==> src/rtl/psr_params.svh <==
/*
 * Offsets, field positions, reset values and timing figures of the pump status decoder.
 * Assumes inclusion by bare name from the design files.
 */
`ifndef PSR_PARAMS_SVH
`define PSR_PARAMS_SVH

// Register byte offsets on the bus.
`define PSR_OFF_CTRL 8'h00
`define PSR_OFF_STATE 8'h04
`define PSR_OFF_EVENT 8'h08
`define PSR_OFF_MASK 8'h0C

// Reset values.
`define PSR_CTRL_RST 16'h00FA
`define PSR_MASK_RST 5'h00

// Event bit positions.
`define PSR_EV_ERR_RISE 0
`define PSR_EV_RUN_ENTER 1
`define PSR_EV_RUN_LEAVE 2
`define PSR_EV_INT_FAIL 3
`define PSR_EV_STANDSTILL 4
`define PSR_EV_W 5

// Timing: flash timebase tick in ns, clock period in ns.
`define PSR_TICK_NS 1000000
`define PSR_CLK_NS 5
`define PSR_TICK_CYCLES (`PSR_TICK_NS / `PSR_CLK_NS)

`endif

==> src/rtl/psr_pkg.sv <==
/*
 * Types shared by the pump status decoder modules.
 * Assumes nothing beyond a SystemVerilog compiler.
 */
package psr_pkg;

    typedef enum logic [4:0] {
        PSR_STOPPED = 5'h01,
        PSR_SPINUP = 5'h02,
        PSR_NORMAL = 5'h04,
        PSR_RUNDOWN = 5'h08,
        PSR_FAULT = 5'h10
    } psr_mode_t;

    typedef struct packed {
        logic start;
        logic rot;
        logic spd;
        logic err;
    } psr_cond_t;

endpackage : psr_pkg

==> src/rtl/psr_flash_if.sv <==
/*
 * Carrier between the decoder and its flash timebase.
 * Assumes both ends run on the same clock.
 */
`timescale 1ns/1ps
interface psr_flash_if;
    logic [15:0] half_ms;
    logic phase;
    modport ctl (output half_ms, input phase);
    modport gen (input half_ms, output phase);
endinterface : psr_flash_if

==> src/rtl/psr_decoder.sv <==
/*
 * Pump status decoder: maps start, rotor, speed and error conditions onto the
 * drive enable, two relays and two lamps, with a classic Wishbone register slave.
 * Assumes condition inputs are levels from the converter, synchronised here.
 */
// The placing of the registers and the Wishbone slave port were left to the implementer.
`timescale 1ns/1ps
`include "psr_params.svh"
module psr_decoder
    import psr_pkg::*;
#(
    parameter int TICK_CYCLES = `PSR_TICK_CYCLES
) (
    // Clock and reset.
    input wire logic ref_clk,
    input wire logic rst_b,
    // Wishbone slave.
    input wire logic wb_cyc_i,
    input wire logic wb_stb_i,
    input wire logic wb_we_i,
    input wire logic [7:0] wb_adr_i,
    input wire logic [3:0] wb_sel_i,
    input wire logic [31:0] wb_dat_i,
    output logic [31:0] wb_dat_o,
    output logic wb_ack_o,
    // Condition inputs.
    input wire logic start_cmd,
    input wire logic rotor_turning,
    input wire logic at_speed,
    input wire logic error_present,
    // Drive, relays and lamps.
    output logic motor_drive,
    output logic run_relay,
    output logic fault_relay,
    output logic status_lamp,
    output logic fault_lamp,
    // Interrupt.
    output logic irq
);
    psr_flash_if fl ();

    psr_cond_t s1_r;
    psr_cond_t in_r;
    psr_cond_t prev_r;
    psr_mode_t mode_r;
    psr_mode_t mode_nxt;
    logic [15:0] ctrl_r;
    logic [`PSR_EV_W-1:0] mask_r;
    logic [`PSR_EV_W-1:0] event_r;
    logic [`PSR_EV_W-1:0] ev;
    logic [`PSR_EV_W-1:0] clr;
    logic fail_now;
    logic req;
    logic normal;

    psr_flasher #(.TICK_CYCLES(TICK_CYCLES)) u_flasher (
        .ref_clk(ref_clk),
        .rst_b(rst_b),
        .fl(fl)
    );
    assign fl.half_ms = ctrl_r;

    function automatic logic hit(input logic [7:0] adr, input logic [7:0] off);
        hit = (adr[7:2] == off[7:2]);
    endfunction : hit

    // Two stages; only the second stage is decoded.
    always_ff @(posedge ref_clk or negedge rst_b) begin
        if (!rst_b) begin
            s1_r <= '0;
            in_r <= '0;
        end else begin
            s1_r <= {start_cmd, rotor_turning, at_speed, error_present};
            in_r <= s1_r;
        end
    end

    assign normal = in_r.start && in_r.rot && in_r.spd && !in_r.err;
    // At speed without rotation is not a tabulated state.
    assign fail_now = in_r.spd && !in_r.rot;

    always_comb begin
        mode_nxt = PSR_STOPPED;
        if (in_r.err) begin
            mode_nxt = PSR_FAULT;
        end else if (normal) begin
            mode_nxt = PSR_NORMAL;
        end else if (in_r.start) begin
            mode_nxt = PSR_SPINUP;
        end else if (in_r.rot) begin
            mode_nxt = PSR_RUNDOWN;
        end
    end

    always_ff @(posedge ref_clk or negedge rst_b) begin
        if (!rst_b) begin
            mode_r <= PSR_STOPPED;
            prev_r <= '0;
        end else begin
            mode_r <= mode_nxt;
            prev_r <= in_r;
        end
    end

    // Outputs follow the synchronised conditions one cycle later.
    always_ff @(posedge ref_clk or negedge rst_b) begin
        if (!rst_b) begin
            motor_drive <= 1'b0;
            run_relay <= 1'b0;
            fault_relay <= 1'b0;
            fault_lamp <= 1'b0;
            status_lamp <= 1'b0;
        end else begin
            motor_drive <= in_r.start && !in_r.err;
            run_relay <= normal;
            fault_relay <= in_r.err;
            fault_lamp <= in_r.err;
            if (!in_r.rot) begin
                status_lamp <= 1'b0;
            end else if (normal) begin
                status_lamp <= 1'b1;
            end else begin
                status_lamp <= fl.phase;
            end
        end
    end

    always_comb begin
        ev = '0;
        ev[`PSR_EV_ERR_RISE] = in_r.err && !prev_r.err;
        ev[`PSR_EV_RUN_ENTER] = (mode_nxt == PSR_NORMAL) && (mode_r != PSR_NORMAL);
        ev[`PSR_EV_RUN_LEAVE] = (mode_nxt != PSR_NORMAL) && (mode_r == PSR_NORMAL);
        ev[`PSR_EV_INT_FAIL] = fail_now;
        ev[`PSR_EV_STANDSTILL] = !in_r.rot && prev_r.rot;
    end

    assign req = wb_cyc_i && wb_stb_i && !wb_ack_o;
    assign clr = (req && !wb_we_i && hit(wb_adr_i, `PSR_OFF_EVENT)) ? event_r : '0;

    // A new event in the clearing cycle survives the read.
    always_ff @(posedge ref_clk or negedge rst_b) begin
        if (!rst_b) begin
            event_r <= '0;
        end else begin
            event_r <= (event_r & ~clr) | ev;
        end
    end

    always_ff @(posedge ref_clk or negedge rst_b) begin
        if (!rst_b) begin
            ctrl_r <= `PSR_CTRL_RST;
            mask_r <= `PSR_MASK_RST;
        end else if (req && wb_we_i) begin
            if (hit(wb_adr_i, `PSR_OFF_CTRL)) begin
                if (wb_sel_i[0]) begin
                    ctrl_r[7:0] <= wb_dat_i[7:0];
                end
                if (wb_sel_i[1]) begin
                    ctrl_r[15:8] <= wb_dat_i[15:8];
                end
            end
            if (hit(wb_adr_i, `PSR_OFF_MASK) && wb_sel_i[0]) begin
                mask_r <= wb_dat_i[`PSR_EV_W-1:0];
            end
        end
    end

    // Every access is answered after one wait state; unmapped reads give zero.
    always_ff @(posedge ref_clk or negedge rst_b) begin
        if (!rst_b) begin
            wb_ack_o <= 1'b0;
            wb_dat_o <= 32'h00000000;
        end else begin
            wb_ack_o <= req;
            wb_dat_o <= 32'h00000000;
            if (req && !wb_we_i) begin
                if (hit(wb_adr_i, `PSR_OFF_CTRL)) begin
                    wb_dat_o <= {16'h0000, ctrl_r};
                end else if (hit(wb_adr_i, `PSR_OFF_STATE)) begin
                    wb_dat_o <= {23'h000000, mode_r, in_r};
                end else if (hit(wb_adr_i, `PSR_OFF_EVENT)) begin
                    wb_dat_o <= {27'h0000000, event_r};
                end else if (hit(wb_adr_i, `PSR_OFF_MASK)) begin
                    wb_dat_o <= {27'h0000000, mask_r};
                end
            end
        end
    end

    always_ff @(posedge ref_clk or negedge rst_b) begin
        if (!rst_b) begin
            irq <= 1'b0;
        end else begin
            irq <= |((event_r & ~clr | ev) & mask_r);
        end
    end

    AST_RUN_RELAY: assert property (@(posedge ref_clk) disable iff (!rst_b)
        run_relay == ($past(in_r.start) && $past(in_r.rot) && $past(in_r.spd)
            && !$past(in_r.err)))
        else $error("run relay does not match started at-speed error-free state");

    AST_FAULT_PAIR: assert property (@(posedge ref_clk) disable iff (!rst_b)
        $past(in_r.err) |-> fault_relay && fault_lamp)
        else $error("fault relay or lamp idle while error present");

    AST_DRIVE_OFF: assert property (@(posedge ref_clk) disable iff (!rst_b)
        (in_r.err || !in_r.start) |=> !motor_drive)
        else $error("drive enabled during stop or error");

    AST_LAMP_STILL: assert property (@(posedge ref_clk) disable iff (!rst_b)
        !in_r.rot |=> !status_lamp)
        else $error("status lamp lit at standstill");

    AST_ERR_AT_SPEED: assert property (@(posedge ref_clk) disable iff (!rst_b)
        (run_relay && in_r.err) |=> !run_relay && fault_relay)
        else $error("error at speed did not drop run relay");

    AST_FAIL_FLAG: assert property (@(posedge ref_clk) disable iff (!rst_b)
        (in_r.spd && !in_r.rot) |=> event_r[`PSR_EV_INT_FAIL])
        else $error("internal failure not flagged");

    AST_SYNC_PATH: assert property (@(posedge ref_clk) disable iff (!rst_b)
        $past(rst_b, 2) |-> in_r.start == $past(start_cmd, 2)
            && in_r.rot == $past(rotor_turning, 2) && in_r.spd == $past(at_speed, 2)
            && in_r.err == $past(error_present, 2))
        else $error("synchroniser output is not the input two edges back");

    AST_ACK_ONE: assert property (@(posedge ref_clk) disable iff (!rst_b)
        wb_ack_o |=> !wb_ack_o)
        else $error("ack held longer than one cycle");

endmodule : psr_decoder

==> src/rtl/psr_flasher.sv <==
/*
 * Slow flash timebase: a millisecond prescaler and a half-period counter.
 * Assumes the half period arrives through the flash carrier in milliseconds.
 */
`timescale 1ns/1ps
`include "psr_params.svh"
module psr_flasher
    import psr_pkg::*;
#(
    parameter int TICK_CYCLES = `PSR_TICK_CYCLES
) (
    // Clock and reset.
    input wire logic ref_clk,
    input wire logic rst_b,
    // Flash carrier.
    psr_flash_if.gen fl
);
    logic [23:0] pre_r;
    logic [15:0] ms_r;
    logic tick;
    logic phase_r;

    assign tick = (pre_r == 24'(TICK_CYCLES - 1));

    always_ff @(posedge ref_clk or negedge rst_b) begin
        if (!rst_b) begin
            pre_r <= 24'h000000;
        end else if (tick) begin
            pre_r <= 24'h000000;
        end else begin
            pre_r <= pre_r + 24'h000001;
        end
    end

    // A zero half period is taken as one, so the lamp never freezes mid-flash.
    always_ff @(posedge ref_clk or negedge rst_b) begin
        if (!rst_b) begin
            ms_r <= 16'h0000;
            phase_r <= 1'b0;
        end else if (tick) begin
            if (ms_r + 16'h0001 >= fl.half_ms) begin
                ms_r <= 16'h0000;
                phase_r <= ~phase_r;
            end else begin
                ms_r <= ms_r + 16'h0001;
            end
        end
    end

    assign fl.phase = phase_r;

endmodule : psr_flasher

==> config.mk <==
export PLATFORM = sky130hd
export DESIGN_NAME = psr_decoder
export DESIGN_NICKNAME = d
export VERILOG_FILES = /design/src/rtl/psr_pkg.sv /design/src/rtl/psr_flash_if.sv /design/src/rtl/psr_decoder.sv /design/src/rtl/psr_flasher.sv
export VERILOG_INCLUDE_DIRS = /design/src /design/src/rtl
export SDC_FILE = /design/constraint.sdc
export NUM_CORES = 1
export LEC_CHECK = 0
export ABC_CLOCK_PERIOD_IN_PS = 6600
export BUFFER_PORTS_ARGS = -buffer_cell sky130_fd_sc_hd__buf_2
export CAP_MARGIN = 25
export CORE_ASPECT_RATIO = 1.4
export CORE_UTILIZATION = 50
export DETAILED_ROUTE_END_ITERATION = 12
export GPL_TIMING_DRIVEN = 0
export PLACE_DENSITY = 0.83
export SYNTH_ARGS = -nofsm -noshare
export SYNTH_HDL_FRONTEND = slang
export SYNTH_SLANG_ARGS = --single-unit
==> constraint.sdc <==
create_clock -name ref_clk -period 6.6 [get_ports ref_clk]
set_input_delay 0.66 -clock ref_clk [delete_from_list [all_inputs] [get_ports ref_clk]]
set_output_delay 0.66 -clock ref_clk [all_outputs]
set_load 0.02 [all_outputs]
==> impl_metrics.env, run 1 <==
export IMPL_post_cts_setup_bufs=0
export IMPL_cts_sinks=101
export IMPL_grt_max_degree=55
export IMPL_yosys_cell_types_count=46
export IMPL_clock_tree_from_tritoncts="yes"
export IMPL_r2r_start="u_flasher.ms_r[2]"
export IMPL_final_instance_count_excl_fill=652
export IMPL_ys_async_sr_fraction_pct=100.0
export IMPL_die_w_um=85.08
export IMPL_dpl_cell_count=636
export IMPL_die_area_um2=10060
export IMPL_yosys_register_bits=101
export IMPL_drt_drc_violations_left=1
export IMPL_power_per_cell_area_nw_per_um2=225.6
export IMPL_ant_nets=0
export IMPL_mostFrequentLayoutCell="sky130_fd_sc_hd__dfrtp_1"
export IMPL_worst_case_vdd_ir_drop_uv=111.7
export IMPL_slew_limit_headroom_pct=53.35
export IMPL_synth_cells=455
export IMPL_drv_cap=0
export IMPL_antenna_diode_count=0
export IMPL_synth_edf_count=0
export IMPL_grt_pass1_vias=3680
export IMPL_numPortBuffers=55
export IMPL_drt_initial_drc_count=157
export IMPL_critical_path_endpoint_type="flip-flop"
export IMPL_worst_slew_pin_transition_ns=0.6934
export IMPL_clock_insertion_delay_worst_skew_ns=0.35
export IMPL_syn_area_um2=4831
export IMPL_finalNetCount=608
export IMPL_outcome="finished with violations"
export IMPL_final_setup_tns_ns=0
export IMPL_effective_utilization_at_floorplan_pct=51.36
export IMPL_startpoint_type="flip-flop"
export IMPL_failing_checks="design-rule violations"
export IMPL_fmax_mhz=305.6
export IMPL_number_of_buffers_inserted_during_clock_tree_synthesis=9
export IMPL_timing_critical_path_from="u_flasher.ms_r[2]"
export IMPL_core_area_um2=9407
export IMPL_floorplan_io_pins=92
export IMPL_gr_total_overflow=0
export IMPL_die_y_um=118.3
export IMPL_layout_drive_gt1_share_pct=21.59
export IMPL_post_cts_resized_instances=0
export IMPL_route_final_wire_length_um=9925
export IMPL_routed_wire_length_per_instance_um=15.22
export IMPL_gp_congestion=0.8467
export IMPL_min_period_over_period_pct=49.58
export IMPL_final_min_clock_period_ns=3.272
export IMPL_setup_repair_after_global_routing_missed_its_margin="no"
export IMPL_timing_critical_path_arrival_ns=3.49
export IMPL_grt_pass1_wl_um=16690
export IMPL_antenna_found_initial=0
export IMPL_layout_cells_most_common_list="sky130_fd_sc_hd__dfrtp_1 (94), sky130_fd_sc_hd__nand2_1 (59), sky130_fd_sc_hd__buf_2 (56), sky130_fd_sc_hd__o21ai_0 (28), sky130_fd_sc_hd__nor2_1 (21)"
export IMPL_max_slew_violation_total_from_the_final_report=0
export IMPL_gr_usage_all_layers_pct=21.21
export IMPL_leakagePower_nw=2.797
export IMPL_synth_top_flop_cell="sky130_fd_sc_hd__dfrtp_1"
export IMPL_via_count=3685
export IMPL_fin_skew_ns=0.01116
export IMPL_setup_violations=0
export IMPL_synth_seq_area_share_pct=52.50
export IMPL_critical_path_rt_ns=6.82
export IMPL_via_per_inst=5.652
export IMPL_clock_tree_root_driver_cell="sky130_fd_sc_hd__clkbuf_16"
export IMPL_critPathKind="flip-flop to flip-flop"
export IMPL_min_delay_path_class="input pin to async pin"
export IMPL_maximum_fanout_count_along_the_critical_path=10
export IMPL_finalHoldViolations=0
export IMPL_cts_htree_levels=3
export IMPL_hold_buffers=0
export IMPL_place_detailed_hpwl_um=7426
export IMPL_synth_warning_count=0
export IMPL_ctsLongestPathBuffers=2
export IMPL_rows=42
export IMPL_clkTransAtPathRegs_ns=0.07
export IMPL_synthToLayoutAreaGrowth_pct=16.94
export IMPL_postSynthAreaPerCell_um2=10.62
export IMPL_number_of_iterations_in_the_first_detailed_routing_pass=9
-- cell type report --
type	count	area, µm²
Fill cell	738	3757
Sequential cell	101	2536
Multi-Input combinational cell	317	2090
Timing Repair Buffer	56	305.3
Clock buffer	12	246.5
Buffer	34	193.9
Tap cell	110	137.6
Clock inverter	4	72.57
Inverter	18	67.56
-- worst paths after layout --
kind	endpoint	slack (ns)	cells past startpoint
worst max-delay path	u_flasher.ms_r[7]	3.33	12
worst min-delay path	s1_r[1]	0.35	1
worst max register to register	u_flasher.ms_r[7]	3.33	12
worst min register to register	in_r[2]	0.35	0
max in group asynchronous	ctrl_r[1]	5.53	2
min in group ref_clk	in_r[2]	0.35	0
-- logic make-up after synthesis --
logic type / after synthesis / share of synthesized area, %
DFF: 101 / 52.50
adders and majority gates: 18 / 4.662
muxes: 23 / 6.423
buffers and inverters: 52 / 5.413
other: 1 / 0.07763
and+or+nand+nor: 176 / 18.49
xor gates and xnor gates: 31 / 5.620
AOI/OAI and AO/OA: 53 / 6.812
-- power breakdown --
part           leakage [nW]  switching [W]  internal [W]
clock                 0.153       0.000216      0.000342
combinational          1.33      0.0000429     0.0000325
sequential             1.32     0.00000868      0.000632
total                  2.80       0.000268       0.00101
-- cell usage after synthesis (7+ instances only) --
cell type | n | share of area (%)
sky130_fd_sc_hd__nor3_1 | 14 | 1.5
sky130_fd_sc_hd__clkbuf_1 | 13 | 1.0
sky130_fd_sc_hd__ha_1 | 18 | 4.7
sky130_fd_sc_hd__and3_1 | 8 | 1.0
sky130_fd_sc_hd__nor4_1 | 16 | 2.1
sky130_fd_sc_hd__nor2b_1 | 7 | 0.91
sky130_fd_sc_hd__o21ai_0 | 28 | 2.9
sky130_fd_sc_hd__dfrtp_1 | 94 | 49
sky130_fd_sc_hd__buf_4 | 17 | 2.6
sky130_fd_sc_hd__dfstp_2 | 7 | 3.8
sky130_fd_sc_hd__nand2_1 | 59 | 4.6
sky130_fd_sc_hd__nand4_1 | 11 | 1.4
sky130_fd_sc_hd__nor2_1 | 21 | 1.6
sky130_fd_sc_hd__nand3_1 | 17 | 1.8
sky130_fd_sc_hd__inv_1 | 18 | 1.4
sky130_fd_sc_hd__xnor2_1 | 18 | 3.3
sky130_fd_sc_hd__mux2_2 | 14 | 3.3
sky130_fd_sc_hd__xor2_1 | 13 | 2.4
-- worst max-delay path: stages (launching register included) --
cell and delay [ns]:
sky130_fd_sc_hd__dfrtp_1 0.45, sky130_fd_sc_hd__and4_1 0.31, sky130_fd_sc_hd__nand4_1 0.29, sky130_fd_sc_hd__nor3_1 0.30, sky130_fd_sc_hd__xor2_1 0.14, sky130_fd_sc_hd__ha_1 0.31, sky130_fd_sc_hd__nand4_1 0.13, sky130_fd_sc_hd__nor2_1 0.13
sky130_fd_sc_hd__nand3_1 0.07, sky130_fd_sc_hd__o21ai_0 0.22, sky130_fd_sc_hd__clkbuf_1 0.38, sky130_fd_sc_hd__o2bb2ai_1 0.11, sky130_fd_sc_hd__or2_2 0.30
-- flip-flops by register name, summed over array words and instances (netlist names) --
| name | flops |
|---|---|
| wb_dat_o | 16 |
| fault_lamp | 1 |
| mask_r | 5 |
| motor_drive | 1 |
| ctrl_r | 16 |
| u_flasher.fl.phase | 1 |
| irq | 1 |
| s1_r | 4 |
| wb_ack_o | 1 |
| u_flasher.pre_r | 24 |
| run_relay | 1 |
| event_r | 5 |
| in_r | 4 |
| status_lamp | 1 |
| mode_r | 3 |
| u_flasher.ms_r | 16 |
| prev_r | 1 |
-- stage by stage --
step            power, W  setup slack [ns]  cell area, µm²  utilization [%]  hold slack [ns]
6_report        0.001274             3.328            5649            60.06           0.3490
5_1_grt         0.001315             2.988            5649            60.06           0.3615
4_1_cts         0.001287             3.338            5649            60.06           0.3565
3_5_place_dp   0.0007277             3.357            5330            56.66           0.3426
3_3_place_gp   0.0007220             3.403            5300            56.34           0.3341
2_1_floorplan  0.0006925             3.689            4887                -           0.3312
-- per-layer routing --
layer | part of all wire [%] | routed length [µm] | GRT usage [%]
met1 | 38 | 3764 | 22.59
met2 | 53 | 5306 | 38.41
met3 | 4.8 | 479 | 4.679
met4 | 3.8 | 375 | 11.23
met5 | 0 | 0 | 0
No activity file was read; power rests on OpenSTA's default activity.
==> run 2, diff against run 1 <==
--- a/config.mk
+++ b/config.mk
@@ -6,14 +6,14 @@
 export SDC_FILE = /design/constraint.sdc
 export NUM_CORES = 1
 export LEC_CHECK = 0
-export ABC_CLOCK_PERIOD_IN_PS = 6600
+export ABC_CLOCK_PERIOD_IN_PS = 2900
 export BUFFER_PORTS_ARGS = -buffer_cell sky130_fd_sc_hd__buf_2
 export CAP_MARGIN = 25
 export CORE_ASPECT_RATIO = 1.4
 export CORE_UTILIZATION = 50
 export DETAILED_ROUTE_END_ITERATION = 12
 export GPL_TIMING_DRIVEN = 0
-export PLACE_DENSITY = 0.83
+export PLACE_DENSITY = 0.86
 export SYNTH_ARGS = -nofsm -noshare
 export SYNTH_HDL_FRONTEND = slang
 export SYNTH_SLANG_ARGS = --single-unit
==> constraint.sdc (replaced) <==
create_clock -name ref_clk -period 2.9 [get_ports ref_clk]
set_input_delay 0.29 -clock ref_clk [delete_from_list [all_inputs] [get_ports ref_clk]]
set_output_delay 0.29 -clock ref_clk [all_outputs]
set_load 0.02 [all_outputs]
==> impl_metrics.env, run 2 (synthesis gave the netlist of run 1 again) <==
export IMPL_timing_critical_path_arrival_ns=3.23
export IMPL_die_y_um=118.3
export IMPL_synthToLayoutAreaGrowth_pct=19.97
export IMPL_leakagePower_nw=2.895
export IMPL_timing_critical_path_from="u_flasher.ms_r[5]"
export IMPL_final_instance_count_excl_fill=663
export IMPL_min_delay_path_class="input pin to flip-flop"
export IMPL_power_per_cell_area_nw_per_um2=486.3
export IMPL_place_detailed_hpwl_um=7331
export IMPL_finalWorstSetupSlack_ns=-0.1147
export IMPL_rows=42
export IMPL_route_final_wire_length_um=10830
export IMPL_outcome="finished with violations"
export IMPL_drt_initial_drc_count=304
export IMPL_drt_met1_wl_um=4028
export IMPL_clock_tree_root_driver_cell="sky130_fd_sc_hd__clkbuf_16"
export IMPL_maxUsedRoutingLayer="met4"
export IMPL_layout_drive_gt1_share_pct=26.22
export IMPL_ctsLongestPathBuffers=2
export IMPL_die_w_um=85.08
export IMPL_critical_path_cell_by_cell="and4_4 > and4_4 > nand4_1 > xnor2_2 > ha_1 > nand4_1 > nor2_1 > nand3_1 > o21ai_2 > clkbuf_8 > buf_4 > a2bb2oi_1 > o31ai_1"
export IMPL_finalHoldViolations=0
export IMPL_worst_case_vdd_ir_drop_uv=272.9
export IMPL_via_count=3825
export IMPL_number_of_buffers_inserted_during_clock_tree_synthesis=9
export IMPL_fin_skew_ns=0.009077
export IMPL_core_area_um2=9407
export IMPL_layout_cells_most_common_list="sky130_fd_sc_hd__dfrtp_1 (92), sky130_fd_sc_hd__nand2_1 (58), sky130_fd_sc_hd__buf_2 (56), sky130_fd_sc_hd__buf_4 (30), sky130_fd_sc_hd__o21ai_0 (22)"
export IMPL_fin_area_um2=5796
export IMPL_finalNetCount=619
export IMPL_startpoint_type="flip-flop"
export IMPL_max_slew_violation_total_from_the_final_report=0
export IMPL_die_area_um2=10060
export IMPL_cp_slowest_cell="sky130_fd_sc_hd__dfrtp_1"
export IMPL_failing_checks="negative setup slack"
export IMPL_antenna_found_initial=0
export IMPL_met2WireLength_um=5894
export IMPL_slew_limit_headroom_pct=44.08
export IMPL_critical_path_rt_ns=3.11
export IMPL_registers_top_by_ff_count="u_flasher.pre_r"
export IMPL_clock_insertion_delay_worst_skew_ns=0.35
export IMPL_ant_nets=0
export IMPL_floorplan_io_pins=92
export IMPL_effective_utilization_at_floorplan_pct=51.36
export IMPL_maximum_fanout_count_along_the_critical_path=7
export IMPL_r2r_start="u_flasher.ms_r[5]"
export IMPL_cts_htree_levels=3
export IMPL_via_per_inst=5.769
export IMPL_dpl_cell_count=636
export IMPL_postPlaceCellArea_um2=5330
export IMPL_setup_repair_after_global_routing_missed_its_margin="yes"
export IMPL_critPathKind="flip-flop to flip-flop"
export IMPL_number_of_iterations_in_the_first_detailed_routing_pass=5
export IMPL_clock_tree_from_tritoncts="yes"
export IMPL_grt_pass1_vias=3891
export IMPL_final_min_clock_period_ns=3.015
export IMPL_grt_max_degree=64
export IMPL_min_period_over_period_pct=104.0
export IMPL_slowest_delay_ns=0.38
export IMPL_critical_path_endpoint_type="flip-flop"
export IMPL_fin_worst_hold_slack_ns=0.05018
export IMPL_drv_cap=0
export IMPL_setup_violations=2
export IMPL_drt_drc_violations_left=0
export IMPL_gp_congestion=0.8641
export IMPL_routed_wire_length_per_instance_um=16.33
export IMPL_worst_slew_pin_transition_ns=0.8324
export IMPL_clkTransAtPathRegs_ns=0.07
export IMPL_wl_met3_um=467
export IMPL_numPortBuffers=55
export IMPL_mostFrequentLayoutCell="sky130_fd_sc_hd__dfrtp_1"
export IMPL_fmax_mhz=331.7
export IMPL_antenna_diode_count=0
export IMPL_worstHoldStart="rotor_turning"
export IMPL_gr_usage_all_layers_pct=22.62
export IMPL_final_setup_tns_ns=-0.2036
export IMPL_largest_reg_flops=24
export IMPL_grt_pass1_wl_um=17700
export IMPL_gr_total_overflow=0
export IMPL_cts_sinks=101
-- run 2: changes by cell type in the layout (fill, tap and decap cells not counted), sizes merged --
cell,delta
clkinv,+2
clkbuf,-3
dlygate4sd3,+1
buf,+11
inv,+1
bufinv,-1
-- run 2: worst max-delay path, delay by kind of cell, from the launching register on --
| family | cells | cell delay [ns] |
|---|---|---|
| AO/OA/AOI/OAI | 3 | 0.52 |
| XOR/XNOR | 1 | 0.19 |
| adder cells (fa/ha/maj) | 1 | 0.33 |
| buffers and inverters | 2 | 0.33 |
| flip-flops | 1 | 0.38 |
| AND/OR/NAND/NOR | 6 | 1.14 |
-- run 2: per-layer routing --
metal  track usage (%)  up-vias
met2             40.27      150
met4             14.30        0
met5                 0        -
met3             3.980       40
met1             24.38     1894
li1                  -     1741
-- run 2: worst paths after layout --
path	endpoint	slack, ns	depth (start not counted)
min	s1_r[2]	0.05	1
min in group asynchronous	u_flasher.ms_r[13]	0.47	2
max	u_flasher.ms_r[2]	-0.11	13
min reg2reg	in_r[2]	0.35	0
max in group asynchronous	mode_r[0]	1.69	3
max reg2reg	u_flasher.ms_r[2]	-0.11	13
-- run 2: timing repair --
| action | in CTS | in global routing |
|---|---|---|
| hold buffers | 1 | 0 |
| pin swaps | 2 | 3 |
| setup buffers | 9 | 3 |
| endpoints found under the hold margin | 38 | 0 |
| gates resized for setup | 13 | 12 |
| setup endpoints to repair | 17 | 17 |
-- run 2: where the power goes --
group          total (W)  internal [W]  switching (W)  leakage [nW]
sequential       0.00146       0.00144      0.0000197          1.31
combinational   0.000177     0.0000753       0.000102          1.44
clock            0.00118      0.000667       0.000516         0.143
-- run 2: final cells by class --
type / instances / area, µm²
fillers: 701 / 3611
flip-flops and latches: 101 / 2539
multi-input cells: 317 / 2160
repair buffers: 69 / 405.4
clock buffers: 10 / 229.0
plain buffers: 32 / 196.4
well taps: 110 / 137.6
inverters: 18 / 67.56
clock inverters: 6 / 61.31
-- run 2: stage by stage --
step	setup slack (ns)	power (W)	utilization (%)
detailed placement	-0.2763	0.001656	56.66
finish	-0.1147	0.002819	61.61
floorplan	0.1418	0.001576	-
global placement	-0.2289	0.001643	56.34
global route	-0.2055	0.002907	61.61
CTS	0.006598	0.002826	60.96
